===== config.mk =====
export PLATFORM = sky130hd
export DESIGN_NAME = lfs_sequencer_flat
export DESIGN_NICKNAME = d
export VERILOG_FILES = /design/src/hw/lfs_pkg.sv /design/src/hw/lfs_link_if.sv /design/src/hw/lfs_sequencer.sv /design/src/flat_wrapper.sv
export SDC_FILE = /design/constraint.sdc
export NUM_CORES = 1
export LEC_CHECK = 0
export ABC_AREA = 1
export BUFFER_PORTS_ARGS = -buffer_cell sky130_fd_sc_hd__buf_2
export CORE_MARGIN = 2
export CORE_UTILIZATION = 58
export DETAILED_ROUTE_END_ITERATION = 6
export PLACE_DENSITY = 0.74
export SETUP_SLACK_MARGIN = 0.1
export SLEW_MARGIN = 20
export SYNTH_ARGS = -nofsm -noshare
export SYNTH_HDL_FRONTEND = slang
export SYNTH_SLANG_ARGS = --single-unit

===== constraint.sdc =====
create_clock -name sys_clk -period 3.3 [get_ports sys_clk]
set_input_delay 0.165 -clock sys_clk [delete_from_list [all_inputs] [get_ports sys_clk]]
set_output_delay 0.165 -clock sys_clk [all_outputs]
set_load 0.02 [all_outputs]

===== src/hw/lfs_pkg.sv =====
/*
 Shared constants for the long FIR data sequencer and its filter device.
 Assumes one 25 MHz clock (sys_clk) and an active-low asynchronous reset.
*/
// How it works
// - Filter outputs N-sample blocks, L-1 idle cycles between
// - Each block takes L+N-1 clocks, one sample each
// - Results collected in last N clocks of period
// - Flush N-1 clocks, then re-feed last L-1 samples
// - Eight-bit block counter wraps modulo L+N-1
// - Init: L-1 samples via FIFO1 to FIFO2
// - Per period: L-1 from FIFO2, then N from FIFO1
// - Write last L-1 fed back to FIFO2
// - Only selected FIFO enables its shared data output
// - Coefficients: L taps then N-1 zeros per period
// - Optional output FIFO smooths bursty result blocks
// - Split coefficient bytes; high product weighted 2^8
// - Cells form 16-bit products, 26-bit sums
// - Lower partial sum sign-extended beyond 26 bits
// - Low coefficient byte treated as unsigned
// - Two filters in parallel, external adder combines
// - Shift-and-add output adder combines cell sums
// - 26-bit sum bus, 34-bit full combined result
// - Combiner picks a 16-bit result window
// - Cells finish on successive clocks, one per clock
package lfs_pkg;
    localparam int DATA_W = 8;        // Sample width
    localparam int BYTE_W = 8;        // Coefficient byte per filter
    localparam int COEF_W = 16;       // Wide coefficient width
    localparam int PROD_W = 16;       // Cell partial product
    localparam int ACC_W = 26;        // Sum output bus width
    localparam int FULL_W = 34;       // Full combined result
    localparam int OUT_W = 16;        // Result window width
    localparam int CNT_W = 8;         // Block counter width
    localparam int BYTE_SHIFT = 8;    // Weight 2^8 of the high byte
    localparam int DEF_TAPS = 8;      // Default tap count L
    localparam int DEF_CELLS = 4;     // Default cell count N
    localparam int DEF_F1_DEPTH = 8;  // Default new-sample FIFO depth
    localparam int DEF_OUT_DEPTH = 8; // Default output FIFO depth
    localparam int DEF_WIN_LSB = 8;   // Default window low bit
    localparam int OF_MARGIN = 2;     // Output FIFO room kept free
    typedef enum logic {LFS_INIT, LFS_RUN} lfs_state_e;
endpackage : lfs_pkg


===== src/hw/lfs_link_if.sv =====
/*
 Link between the sequencer and one multi-cell filter.
 Assumes both ends share sys_clk; the shared data input is resolved here.
*/
`timescale 1ns/10ps
interface lfs_link_if;
    logic en;                                  // Filter advances this edge
    logic [lfs_pkg::DATA_W-1:0] f1_data;       // New-sample FIFO output
    logic f1_oe;                               // New-sample FIFO drives
    logic [lfs_pkg::DATA_W-1:0] f2_data;       // Re-feed FIFO output
    logic f2_oe;                               // Re-feed FIFO drives
    logic [lfs_pkg::DATA_W-1:0] din;           // Resolved data input
    logic [lfs_pkg::BYTE_W-1:0] coef;          // Coefficient byte
    logic coef_first;                          // Marks first tap
    logic coef_last;                           // Marks last tap
    logic coeff_signedness_select;             // High: coefficient unsigned
    logic [lfs_pkg::ACC_W-1:0] sum;            // Sum output bus
    logic sum_valid;                           // Sum holds a result

    // Shared data input; the driving FIFO wins, else the bus reads zero
    assign din = f2_oe ? f2_data : (f1_oe ? f1_data : '0);

    modport ctl (
        output en, f1_data, f1_oe, f2_data, f2_oe, coef, coef_first,
        output coef_last, coeff_signedness_select,
        input sum, sum_valid
    );
    modport flt (
        input en, din, coef, coef_first, coef_last,
        input coeff_signedness_select,
        output sum, sum_valid
    );
endinterface : lfs_link_if


===== src/hw/lfs_sequencer.sv =====
/*
 Sequencer and combiner driving a low-byte and a high-byte filter.
 Assumes both filters share sys_clk and see the same data stream.
*/
`timescale 1ns/10ps
module lfs_sequencer
    import lfs_pkg::*;
#(
    parameter int TAPS = DEF_TAPS,
    parameter int CELLS = DEF_CELLS,
    parameter int F1_DEPTH = DEF_F1_DEPTH,
    parameter int OUT_DEPTH = DEF_OUT_DEPTH,
    parameter int WIN_LSB = DEF_WIN_LSB
)
(
    input wire logic sys_clk,
    input wire logic resetn,
    input wire logic ce,
    input wire logic in_valid,
    input wire logic [DATA_W-1:0] in_data,
    output logic in_ready,
    input wire logic coef_wr,
    input wire logic [CNT_W-1:0] coef_addr,
    input wire logic [COEF_W-1:0] coef_wdata,
    output logic out_valid,
    output logic [OUT_W-1:0] out_data,
    input wire logic out_ready,
    lfs_link_if.ctl flt_lo,
    lfs_link_if.ctl flt_hi
);
    localparam int PERIOD = TAPS + CELLS - 1;
    localparam int F2_DEPTH = TAPS - 1;
    localparam logic [CNT_W-1:0] LAST_CNT = CNT_W'(PERIOD - 1);
    localparam logic [CNT_W-1:0] TAP_LAST = CNT_W'(TAPS - 1);
    localparam logic [CNT_W-1:0] WB_FIRST = CNT_W'(CELLS);
    localparam logic [CNT_W-1:0] F1_FULL = CNT_W'(F1_DEPTH);
    localparam logic [CNT_W-1:0] F2_FULL = CNT_W'(F2_DEPTH);
    localparam logic [CNT_W-1:0] OF_FULL = CNT_W'(OUT_DEPTH);
    localparam logic [CNT_W-1:0] OF_LIMIT = CNT_W'(OUT_DEPTH - OF_MARGIN);

    typedef struct packed {
        lfs_state_e st;                         // Init or steady state
        logic [CNT_W-1:0] cnt;                  // Block counter
        logic [F1_DEPTH-1:0][DATA_W-1:0] f1;    // New-sample FIFO
        logic [CNT_W-1:0] f1_wp;
        logic [CNT_W-1:0] f1_rp;
        logic [CNT_W-1:0] f1_n;
        logic [F2_DEPTH-1:0][DATA_W-1:0] f2;    // Re-feed FIFO
        logic [CNT_W-1:0] f2_wp;
        logic [CNT_W-1:0] f2_rp;
        logic [CNT_W-1:0] f2_n;
        logic [TAPS-1:0][COEF_W-1:0] cmem;      // Coefficient store
        logic en;                               // Filters advance
        logic en_prev;                          // Enable one cycle back
        logic f1_oe;                            // FIFO1 drives data
        logic f2_oe;                            // FIFO2 drives data
        logic [DATA_W-1:0] dat;                 // Presented sample
        logic [COEF_W-1:0] coef;                // Presented coefficient
        logic first;                            // First-tap marker
        logic last;                             // Last-tap marker
        logic [OUT_DEPTH-1:0][OUT_W-1:0] of;    // Output rate FIFO
        logic [CNT_W-1:0] of_wp;
        logic [CNT_W-1:0] of_rp;
        logic [CNT_W-1:0] of_n;
        logic ready;                            // Input ready
        logic ovalid;                           // Output word valid
        logic [OUT_W-1:0] odata;                // Output word
    } lfs_seq_s;

    lfs_seq_s s_reg;
    lfs_seq_s s_next;
    logic push1, pop1, push2, pop2, push_o, pop_o;
    logic [DATA_W-1:0] fed;                     // Sample sent to filters
    logic [CNT_W-1:0] cidx;                     // Coefficient index
    logic [FULL_W-1:0] hi_ext;                  // High partial sum widened
    logic [FULL_W-1:0] lo_ext;                  // Low partial sum widened
    logic [FULL_W-1:0] full;                    // Full combined result

    // Circular pointer step
    function automatic logic [CNT_W-1:0] lfs_step(
        input logic [CNT_W-1:0] p,
        input int depth
    );
        return (int'(p) == depth - 1) ? '0 : p + 1'b1;
    endfunction : lfs_step

    // Sequencing, FIFO bookkeeping, combining and output buffering
    always_comb
    begin
        s_next = s_reg;
        push1 = in_valid && s_reg.ready;
        pop1 = 1'b0;
        pop2 = 1'b0;
        push2 = 1'b0;
        fed = '0;
        cidx = TAP_LAST - s_reg.cnt;
        s_next.en = 1'b0;
        s_next.f1_oe = 1'b0;
        s_next.f2_oe = 1'b0;
        s_next.first = 1'b0;
        s_next.last = 1'b0;
        s_next.coef = '0;
        s_next.en_prev = s_reg.en;
        unique case (s_reg.st)
            LFS_INIT:
            begin
                // Pass the first samples straight into the re-feed FIFO
                if (s_reg.f1_n != '0)
                begin
                    pop1 = 1'b1;
                    push2 = 1'b1;
                    fed = s_reg.f1[s_reg.f1_rp];
                    if (s_reg.f2_n == F2_FULL - 1'b1)
                        s_next.st = LFS_RUN;
                end
            end
            LFS_RUN:
            begin
                // Stall when new samples or output room are missing
                if (!((s_reg.cnt >= TAP_LAST && s_reg.f1_n == '0) ||
                      s_reg.of_n >= OF_LIMIT))
                begin
                    s_next.en = 1'b1;
                    if (s_reg.cnt < TAP_LAST)
                    begin
                        pop2 = 1'b1;
                        s_next.f2_oe = 1'b1;
                        fed = s_reg.f2[s_reg.f2_rp];
                    end
                    else
                    begin
                        pop1 = 1'b1;
                        s_next.f1_oe = 1'b1;
                        fed = s_reg.f1[s_reg.f1_rp];
                    end
                    if (s_reg.cnt <= TAP_LAST)
                        s_next.coef = s_reg.cmem[cidx];
                    s_next.first = (s_reg.cnt == '0);
                    s_next.last = (s_reg.cnt == TAP_LAST);
                    push2 = (s_reg.cnt >= WB_FIRST);
                    if (s_reg.cnt == LAST_CNT)
                        s_next.cnt = '0;
                    else
                        s_next.cnt = s_reg.cnt + 1'b1;
                end
            end
        endcase
        s_next.dat = s_next.en ? fed : s_reg.dat;

        // New-sample FIFO, loaded in both states whenever ready
        if (push1)
        begin
            s_next.f1[s_reg.f1_wp] = in_data;
            s_next.f1_wp = lfs_step(s_reg.f1_wp, F1_DEPTH);
        end
        if (pop1)
            s_next.f1_rp = lfs_step(s_reg.f1_rp, F1_DEPTH);
        s_next.f1_n = s_reg.f1_n + {{(CNT_W-1){1'b0}}, push1}
                      - {{(CNT_W-1){1'b0}}, pop1};
        s_next.ready = (s_next.f1_n != F1_FULL);

        // Re-feed FIFO
        if (push2)
        begin
            s_next.f2[s_reg.f2_wp] = fed;
            s_next.f2_wp = lfs_step(s_reg.f2_wp, F2_DEPTH);
        end
        if (pop2)
            s_next.f2_rp = lfs_step(s_reg.f2_rp, F2_DEPTH);
        s_next.f2_n = s_reg.f2_n + {{(CNT_W-1){1'b0}}, push2}
                      - {{(CNT_W-1){1'b0}}, pop2};

        // Coefficient store write port
        if (coef_wr && int'(coef_addr) < TAPS)
            s_next.cmem[coef_addr] = coef_wdata;

        // Recombine partial sums: high weighted 2^8, both sign-extended
        hi_ext = {{(FULL_W-ACC_W){flt_hi.sum[ACC_W-1]}}, flt_hi.sum};
        lo_ext = {{(FULL_W-ACC_W){flt_lo.sum[ACC_W-1]}}, flt_lo.sum};
        full = {hi_ext[FULL_W-1-BYTE_SHIFT:0], {BYTE_SHIFT{1'b0}}}
               + lo_ext;
        push_o = s_reg.en_prev && flt_lo.sum_valid
                 && s_reg.of_n != OF_FULL;
        if (push_o)
        begin
            s_next.of[s_reg.of_wp] = full[WIN_LSB +: OUT_W];
            s_next.of_wp = lfs_step(s_reg.of_wp, OUT_DEPTH);
        end

        // Output register drains the rate FIFO
        pop_o = 1'b0;
        if ((!s_reg.ovalid || out_ready) && s_reg.of_n != '0)
        begin
            pop_o = 1'b1;
            s_next.odata = s_reg.of[s_reg.of_rp];
            s_next.ovalid = 1'b1;
            s_next.of_rp = lfs_step(s_reg.of_rp, OUT_DEPTH);
        end
        else if (out_ready)
            s_next.ovalid = 1'b0;
        s_next.of_n = s_reg.of_n + {{(CNT_W-1){1'b0}}, push_o}
                      - {{(CNT_W-1){1'b0}}, pop_o};
    end

    // State register, frozen while the clock enable is low
    always_ff @(posedge sys_clk or negedge resetn)
    begin
        if (!resetn)
            s_reg <= '0;
        else if (ce)
            s_reg <= s_next;
    end

    assign in_ready = s_reg.ready;
    assign out_valid = s_reg.ovalid;
    assign out_data = s_reg.odata;

    // Both filters see the same samples; bytes of the coefficient split
    assign flt_lo.en = s_reg.en;
    assign flt_lo.f1_data = s_reg.dat;
    assign flt_lo.f1_oe = s_reg.f1_oe;
    assign flt_lo.f2_data = s_reg.dat;
    assign flt_lo.f2_oe = s_reg.f2_oe;
    assign flt_lo.coef = s_reg.coef[BYTE_W-1:0];
    assign flt_lo.coef_first = s_reg.first;
    assign flt_lo.coef_last = s_reg.last;
    assign flt_lo.coeff_signedness_select = 1'b1;
    assign flt_hi.en = s_reg.en;
    assign flt_hi.f1_data = s_reg.dat;
    assign flt_hi.f1_oe = s_reg.f1_oe;
    assign flt_hi.f2_data = s_reg.dat;
    assign flt_hi.f2_oe = s_reg.f2_oe;
    assign flt_hi.coef = s_reg.coef[COEF_W-1:BYTE_W];
    assign flt_hi.coef_first = s_reg.first;
    assign flt_hi.coef_last = s_reg.last;
    assign flt_hi.coeff_signedness_select = 1'b0;
endmodule : lfs_sequencer


===== src/flat_wrapper.sv =====
// flat-port wrapper written by rule: the top's interface ports become plain ports
module lfs_sequencer_flat import lfs_pkg::*;
#(
    parameter int TAPS = DEF_TAPS,
    parameter int CELLS = DEF_CELLS,
    parameter int F1_DEPTH = DEF_F1_DEPTH,
    parameter int OUT_DEPTH = DEF_OUT_DEPTH,
    parameter int WIN_LSB = DEF_WIN_LSB
)
  (sys_clk, resetn, ce, in_valid, in_data, in_ready, coef_wr, coef_addr, coef_wdata, out_valid, out_data, out_ready, flt_lo_en, flt_lo_f1_data, flt_lo_f1_oe, flt_lo_f2_data, flt_lo_f2_oe, flt_lo_coef, flt_lo_coef_first, flt_lo_coef_last, flt_lo_coeff_signedness_select, flt_lo_sum, flt_lo_sum_valid, flt_hi_en, flt_hi_f1_data, flt_hi_f1_oe, flt_hi_f2_data, flt_hi_f2_oe, flt_hi_coef, flt_hi_coef_first, flt_hi_coef_last, flt_hi_coeff_signedness_select, flt_hi_sum, flt_hi_sum_valid);
  lfs_link_if flt_lo_i ();
  lfs_link_if flt_hi_i ();
  input wire logic sys_clk;
  input wire logic resetn;
  input wire logic ce;
  input wire logic in_valid;
  input wire logic [DATA_W-1:0] in_data;
  output logic in_ready;
  input wire logic coef_wr;
  input wire logic [CNT_W-1:0] coef_addr;
  input wire logic [COEF_W-1:0] coef_wdata;
  output logic out_valid;
  output logic [OUT_W-1:0] out_data;
  input wire logic out_ready;
  output wire logic [$bits(flt_lo_i.en)-1:0] flt_lo_en;
  output wire logic [$bits(flt_lo_i.f1_data)-1:0] flt_lo_f1_data;
  output wire logic [$bits(flt_lo_i.f1_oe)-1:0] flt_lo_f1_oe;
  output wire logic [$bits(flt_lo_i.f2_data)-1:0] flt_lo_f2_data;
  output wire logic [$bits(flt_lo_i.f2_oe)-1:0] flt_lo_f2_oe;
  output wire logic [$bits(flt_lo_i.coef)-1:0] flt_lo_coef;
  output wire logic [$bits(flt_lo_i.coef_first)-1:0] flt_lo_coef_first;
  output wire logic [$bits(flt_lo_i.coef_last)-1:0] flt_lo_coef_last;
  output wire logic [$bits(flt_lo_i.coeff_signedness_select)-1:0] flt_lo_coeff_signedness_select;
  input wire logic [$bits(flt_lo_i.sum)-1:0] flt_lo_sum;
  input wire logic [$bits(flt_lo_i.sum_valid)-1:0] flt_lo_sum_valid;
  output wire logic [$bits(flt_hi_i.en)-1:0] flt_hi_en;
  output wire logic [$bits(flt_hi_i.f1_data)-1:0] flt_hi_f1_data;
  output wire logic [$bits(flt_hi_i.f1_oe)-1:0] flt_hi_f1_oe;
  output wire logic [$bits(flt_hi_i.f2_data)-1:0] flt_hi_f2_data;
  output wire logic [$bits(flt_hi_i.f2_oe)-1:0] flt_hi_f2_oe;
  output wire logic [$bits(flt_hi_i.coef)-1:0] flt_hi_coef;
  output wire logic [$bits(flt_hi_i.coef_first)-1:0] flt_hi_coef_first;
  output wire logic [$bits(flt_hi_i.coef_last)-1:0] flt_hi_coef_last;
  output wire logic [$bits(flt_hi_i.coeff_signedness_select)-1:0] flt_hi_coeff_signedness_select;
  input wire logic [$bits(flt_hi_i.sum)-1:0] flt_hi_sum;
  input wire logic [$bits(flt_hi_i.sum_valid)-1:0] flt_hi_sum_valid;
  assign flt_lo_en = flt_lo_i.en;
  assign flt_lo_f1_data = flt_lo_i.f1_data;
  assign flt_lo_f1_oe = flt_lo_i.f1_oe;
  assign flt_lo_f2_data = flt_lo_i.f2_data;
  assign flt_lo_f2_oe = flt_lo_i.f2_oe;
  assign flt_lo_coef = flt_lo_i.coef;
  assign flt_lo_coef_first = flt_lo_i.coef_first;
  assign flt_lo_coef_last = flt_lo_i.coef_last;
  assign flt_lo_coeff_signedness_select = flt_lo_i.coeff_signedness_select;
  assign flt_lo_i.sum = flt_lo_sum;
  assign flt_lo_i.sum_valid = flt_lo_sum_valid;
  assign flt_hi_en = flt_hi_i.en;
  assign flt_hi_f1_data = flt_hi_i.f1_data;
  assign flt_hi_f1_oe = flt_hi_i.f1_oe;
  assign flt_hi_f2_data = flt_hi_i.f2_data;
  assign flt_hi_f2_oe = flt_hi_i.f2_oe;
  assign flt_hi_coef = flt_hi_i.coef;
  assign flt_hi_coef_first = flt_hi_i.coef_first;
  assign flt_hi_coef_last = flt_hi_i.coef_last;
  assign flt_hi_coeff_signedness_select = flt_hi_i.coeff_signedness_select;
  assign flt_hi_i.sum = flt_hi_sum;
  assign flt_hi_i.sum_valid = flt_hi_sum_valid;
  lfs_sequencer #(.TAPS(TAPS), .CELLS(CELLS), .F1_DEPTH(F1_DEPTH), .OUT_DEPTH(OUT_DEPTH), .WIN_LSB(WIN_LSB)) u_core (.sys_clk(sys_clk), .resetn(resetn), .ce(ce), .in_valid(in_valid), .in_data(in_data), .in_ready(in_ready), .coef_wr(coef_wr), .coef_addr(coef_addr), .coef_wdata(coef_wdata), .out_valid(out_valid), .out_data(out_data), .out_ready(out_ready), .flt_lo(flt_lo_i), .flt_hi(flt_hi_i));
endmodule

# Word level (Yosys, flattened, before mapping)
# Index checks and enable logic that the tools add are counted.
[totals]
reg_bits = 505
in_bits = 92
wordCells = 180
[op_classes]
add_sub_neg = 15
magnitude_cmp = 18
n_eq_ne = 11
muxes = 53
n_bitwise = 2
n_reduce_logical = 28
[op_table]
columns = ["cell", "count"]
rows = [
  ["$bwmux W128", 2],
  ["$mux W8", 14],
  ["$bmux W16 S3", 2],
  ["$demux W16 S3", 2],
  ["$mux W16", 5],
  ["$lt A8 B4 Y1 const B", 9],
  ["$bwmux W64", 1],
  ["$add A8 B1 Y8 const B", 7],
  ["$bwmux W56", 1],
  ["$eq A8 B4 Y1 const B", 7],
  ["$bmux W8 S3", 2],
  ["$demux W8 S3", 2],
  ["$mux W18", 2],
  ["$ge A8 B1 Y1 const B", 4],
  ["$add A24 B24 Y24", 1],
  ["$add A8 B1 Y8", 3],
  ["$ge A8 B3 Y1 const B", 3],
  ["$sub A8 B1 Y8", 3],
  ["$reduce_and A2 Y1", 9],
  ["$eq A8 B3 Y1 const B", 2],
  ["$logic_not A8 Y1", 2],
  ["$ne A8 B4 Y1 const B", 2],
  ["$pmux W8 S2", 1],
  ["$reduce_bool A8 Y1", 2],
  ["other kinds (12)", 39],
]

# Longest topological paths before layout
[depth]
depth_word = 7
depth_mapped = 24

# Worst setup path after synthesis
# No wires, ideal clock.
[synth_timing]
kind = "register -> register"
start = "register u_core.s_reg[21] in the netlist's numbering"
end = "register u_core.s_reg (netlist bit u_core.in_ready)"
setup_ns = 0.117
t_arrival_ns = 2.759
slack_ns = 0.424
path_stages_with_launch = 22
n_path_buf = 0
path_cell_list = "dfrtp_1 > inv_1 > ha_1 > nand2_1 > nand3_1 > nand2_1 > nand3_1 > o21ai_2 > ha_1 > inv_1 > ha_1 > inv_1 > fa_1 > nand3b_1 > nand2_1 > nand2_1 > nand2_1 > nand2_1 > nand2_1 > nand3_1 > nor2_1 > nor2_1"
[synth_between]
elab_chain_len = 6
[synth_lines]
columns = ["item", "line_no", "rtl"]
rows = [
  ["start: declaration", "lfs_sequencer.sv:70", "lfs_seq_s s_reg;"],
  ["start signal: assignment", "lfs_sequencer.sv:211", "s_reg <= s_next;"],
  ["$ge A8 B3 Y1", "lfs_sequencer.sv:121", "s_reg.of_n >= OF_LIMIT))"],
  ["$logic_or A1 B1 Y1", "lfs_sequencer.sv:120", "if (!((s_reg.cnt >= TAP_LAST && s_reg.f1_n == '0) ||"],
  ["$mux W1", "lfs_sequencer.sv:120", ""],
  ["$pmux W1 S2", "lfs_sequencer.sv:104", "unique case (s_reg.st)"],
  ["$sub A8 B1 Y8", "lfs_sequencer.sv:159", "- {{(CNT_W-1){1'b0}}, pop1};"],
  ["$ne A8 B4 Y1", "lfs_sequencer.sv:160", "s_next.ready = (s_next.f1_n != F1_FULL);"],
]
# Every way passes these cells.
# A chain may end at the register's enable or synchronous reset.

# Final worst setup path
# Ends and elaborated chain as after synthesis.

==> impl_metrics.toml <==
[cells_and_area]
fin_area_um2 = 28200
nets = 3339
layout-drive-gt1-share = 0.110
largest_register_ff_count = 458
fillCellCount = 3558
syn2layout_area_growth_pct = 11.8
multi_input_area_um2 = 10800
ff_latch_area_um2 = 12600
diodes = 0

[pwr]
clkPwrFrac = 0.277
p_per_area_nw_per_um2 = 793
pwr-share-comb = 0.361
netSwitchingFraction = 0.388
p_int_uw = 13700
vdd_ir_drop_max_v = 0.000479
power_switching_uw = 8700
leakagePower_uw = 0.0140
seqPwrFrac = 0.361

[sta]
hold_violations = 0
finClkSkew_ps = 29.2
slew_violations = 0
worst_slew_pin_slew_ps = 1090
min_period_ps = 3040
fin_ws_ps = 264
fmax_mhz = 329
relSlewSlack = 0.274
finalCritPeriodShare = 0.920
setup_violations = 0
setup_tns_ps = 0
rsz0062_at_grt = "false"

[floorplan]
start_util = 0.587
core-area_um2 = 43100
io_pins = 170
rows = 76
fp.dieArea_um2 = 45300
die_w_um = 213
die_y_um = 213

[grt]
grt_max_degree = 110
track_usage = 0.294
antenna_found_initial = 0
grt_pass1_wl_um = 106000
grt_pass1_vias = 20900
grt-ovfl-total = 0

[cts]
path_clk_slew_ps = 60
insertion_delay_ps = 620
cts_tree = "built"
cts_root_buffer = "clkbuf_16"
cts-buffers-inserted = 52
clockBufferDepth = 3
htreeDepth = 2
cts_sinks = 505

[setup_path]
cp.arrival_ps = 3530
max_stage_delay_ps = 550
path_buf_inv = 3
required_ps = 3790
cp_max_fo = 4
cp_slowest_cell = "fa_2"
worst_setup_path_start_kind = "flip-flop"
crit_chain = "inv_2, ha_2, nand2_1, nand3_2, nand2_1, nand3_1, o21ai_2, ha_1, inv_1, ha_2, inv_1, fa_2, nand2_1, nor2_1, nand3_1, nor2_1, nand3_1, nor2_1, nor2_1"
critPathMostFrequentCell = "nor2_1"
end_kind = "flip-flop"
critPathTopFamily = "adder cells"
worstSetupPathType = "reg2reg"

[synthesis]
synthArstFlopShare = 1.00
netlist_area_um2 = 25300
synth_flop_cell = "dfrtp_1"
synth_nets = 3260
ys_warn_count = 0
synth_commonest_cells = "nand2_1 (947), dfrtp_1 (505), o21ai_0 (386), nand3_1 (265), inv_1 (188)"
synthTopCellsByArea = "dfrtp_1 (50%), nand2_1 (14%), o21ai_0 (7.6%), nand3_1 (5.2%), ha_1 (3.0%)"
yosysUniqueCellTypes = 48
syn_avg_cell_area_um2 = 8.14
synth_top_cell_by_area = "dfrtp_1"
synth_seq_area_share = 0.500
synth_edf_count = 0
ys_ff_latch = 505
netlist.area_leader.share = 0.500
synthCells = 3104
yosysMostFrequentCell = "nand2_1"

[status]
status = "finished, final reports clean"

[place]
port_buffers = 146
hpwl_um = 41600
place_area_um2 = 26100
place_congestion = 0.910
dp_slack_ps = 190

[routing]
drt_iter0_drc = 1858
dr_total_vias = 21800
wl_per_cell_um = 17.1
wl_um = 65100
routed_via_density = 5.72
first_pass_iters = 7
ant_nets = 0
drc_errors = 0

[min_path]
hp-class = "in2reg"

[job]
cap_violations = 0
cells by family (layout without fill, tap and decap cells):
logic type	count (synthesis)	count (layout)	synth area share
adder cells (fa/ha/maj)	64	64	0.0329
buffers and inverters	412	532	0.0746
XOR/XNOR	40	40	0.0139
AO/OA/AOI/OAI	625	625	0.138
multiplexers	1	1	0.000396
other	2	2	0.000297
flip-flops	505	505	0.500
AND/OR/NAND/NOR	1455	1455	0.240
tightest hold or removal path, cell delays in order:
cell,delay [ps]
buf_2,120
inv_2,180
nand2_1,110
nand2_1,40
worst paths after layout:
| kind | slack [ps] | endpoint | start | cells past startpoint |
|---|---|---|---|---|
| min in group asynchronous | 180 | u_core.s_reg[132] | resetn | 2 |
| max in group asynchronous | 2040 | u_core.s_reg[219] | resetn | 3 |
| worst min register to register | 470 | u_core.s_reg[383] | u_core.s_reg[383] | 2 |
| worst min-delay path | 50 | u_core.flt_lo.coef[5] | ce | 4 |
| worst max register to register | 260 | u_core.in_ready | u_core.s_reg[21] | 19 |
| worst max-delay path | 260 | u_core.in_ready | u_core.s_reg[21] | 19 |
placed cells by master, fill, tap and decap left out, types with 16 or more instances in the layout:
| cell | netlist | final |
|---|---|---|
| a32o_1 | 16 | 16 |
| nor2_1 | 164 | 163 |
| dlygate4sd3_1 | 0 | 26 |
| xnor2_1 | 16 | 16 |
| dfrtp_1 | 505 | 503 |
| nand3_1 | 265 | 263 |
| nand4_1 | 22 | 22 |
| a21oi_1 | 97 | 97 |
| inv_1 | 188 | 182 |
| buf_2 | 33 | 145 |
| xor2_1 | 24 | 24 |
| ha_1 | 60 | 56 |
| o21ai_0 | 386 | 385 |
| clkbuf_16 | 0 | 52 |
| nand2_1 | 947 | 947 |
| o211ai_1 | 29 | 29 |
| o22ai_1 | 34 | 34 |
| a22o_1 | 16 | 16 |
| buf_4 | 73 | 60 |
layer usage:
metal  part of all wire  wire [um]  global-route usage  up-vias
li1                   -          -                   -    10300
met4              0.027       1750              0.0993        0
met2               0.47      30400               0.476      894
met1               0.44      28400               0.410    10400
met3              0.070       4550              0.0415      132
met5                  0          0                   0        -
final cells by class:
class                   instances  share of cell area
clock inverters                20             0.00992
repair buffers                235              0.0535
flip-flops and latches        505               0.448
multi-input cells            2187               0.382
inverters                     202              0.0268
well taps                     585              0.0259
clock buffers                  75              0.0544
power by group through the flow:
stage                     clock network (uW)  logic [uW]  registers (uW)
final                                   6210        8090            8100
after global routing                    6540        9080            8240
after CTS                               6290        7960            8080
after detailed placement                   0        7880            8170
after global placement                     0        7640            8120
after floorplan                            0        6130            7880
per-stage QoR:
step	power [uW]	hold WS, ps	util	instances
finish	22400	49.4	0.656	3809
global route	23900	51.4	0.656	3809
global placement	15800	230	0.606	3682
CTS	22300	20.0	0.654	3803
detailed placement	16100	236	0.606	3682
floorplan	14000	-131	-	3104
what timing repair did:
action / in CTS / in global routing
gates resized for setup: 0 / 15
endpoints found under the setup margin: 0 / 4
hold buffers: 26 / 0
buffers inserted: 0 / 6
endpoints found under the hold margin: 265 / 0
(Power assumes the default switching activity.)
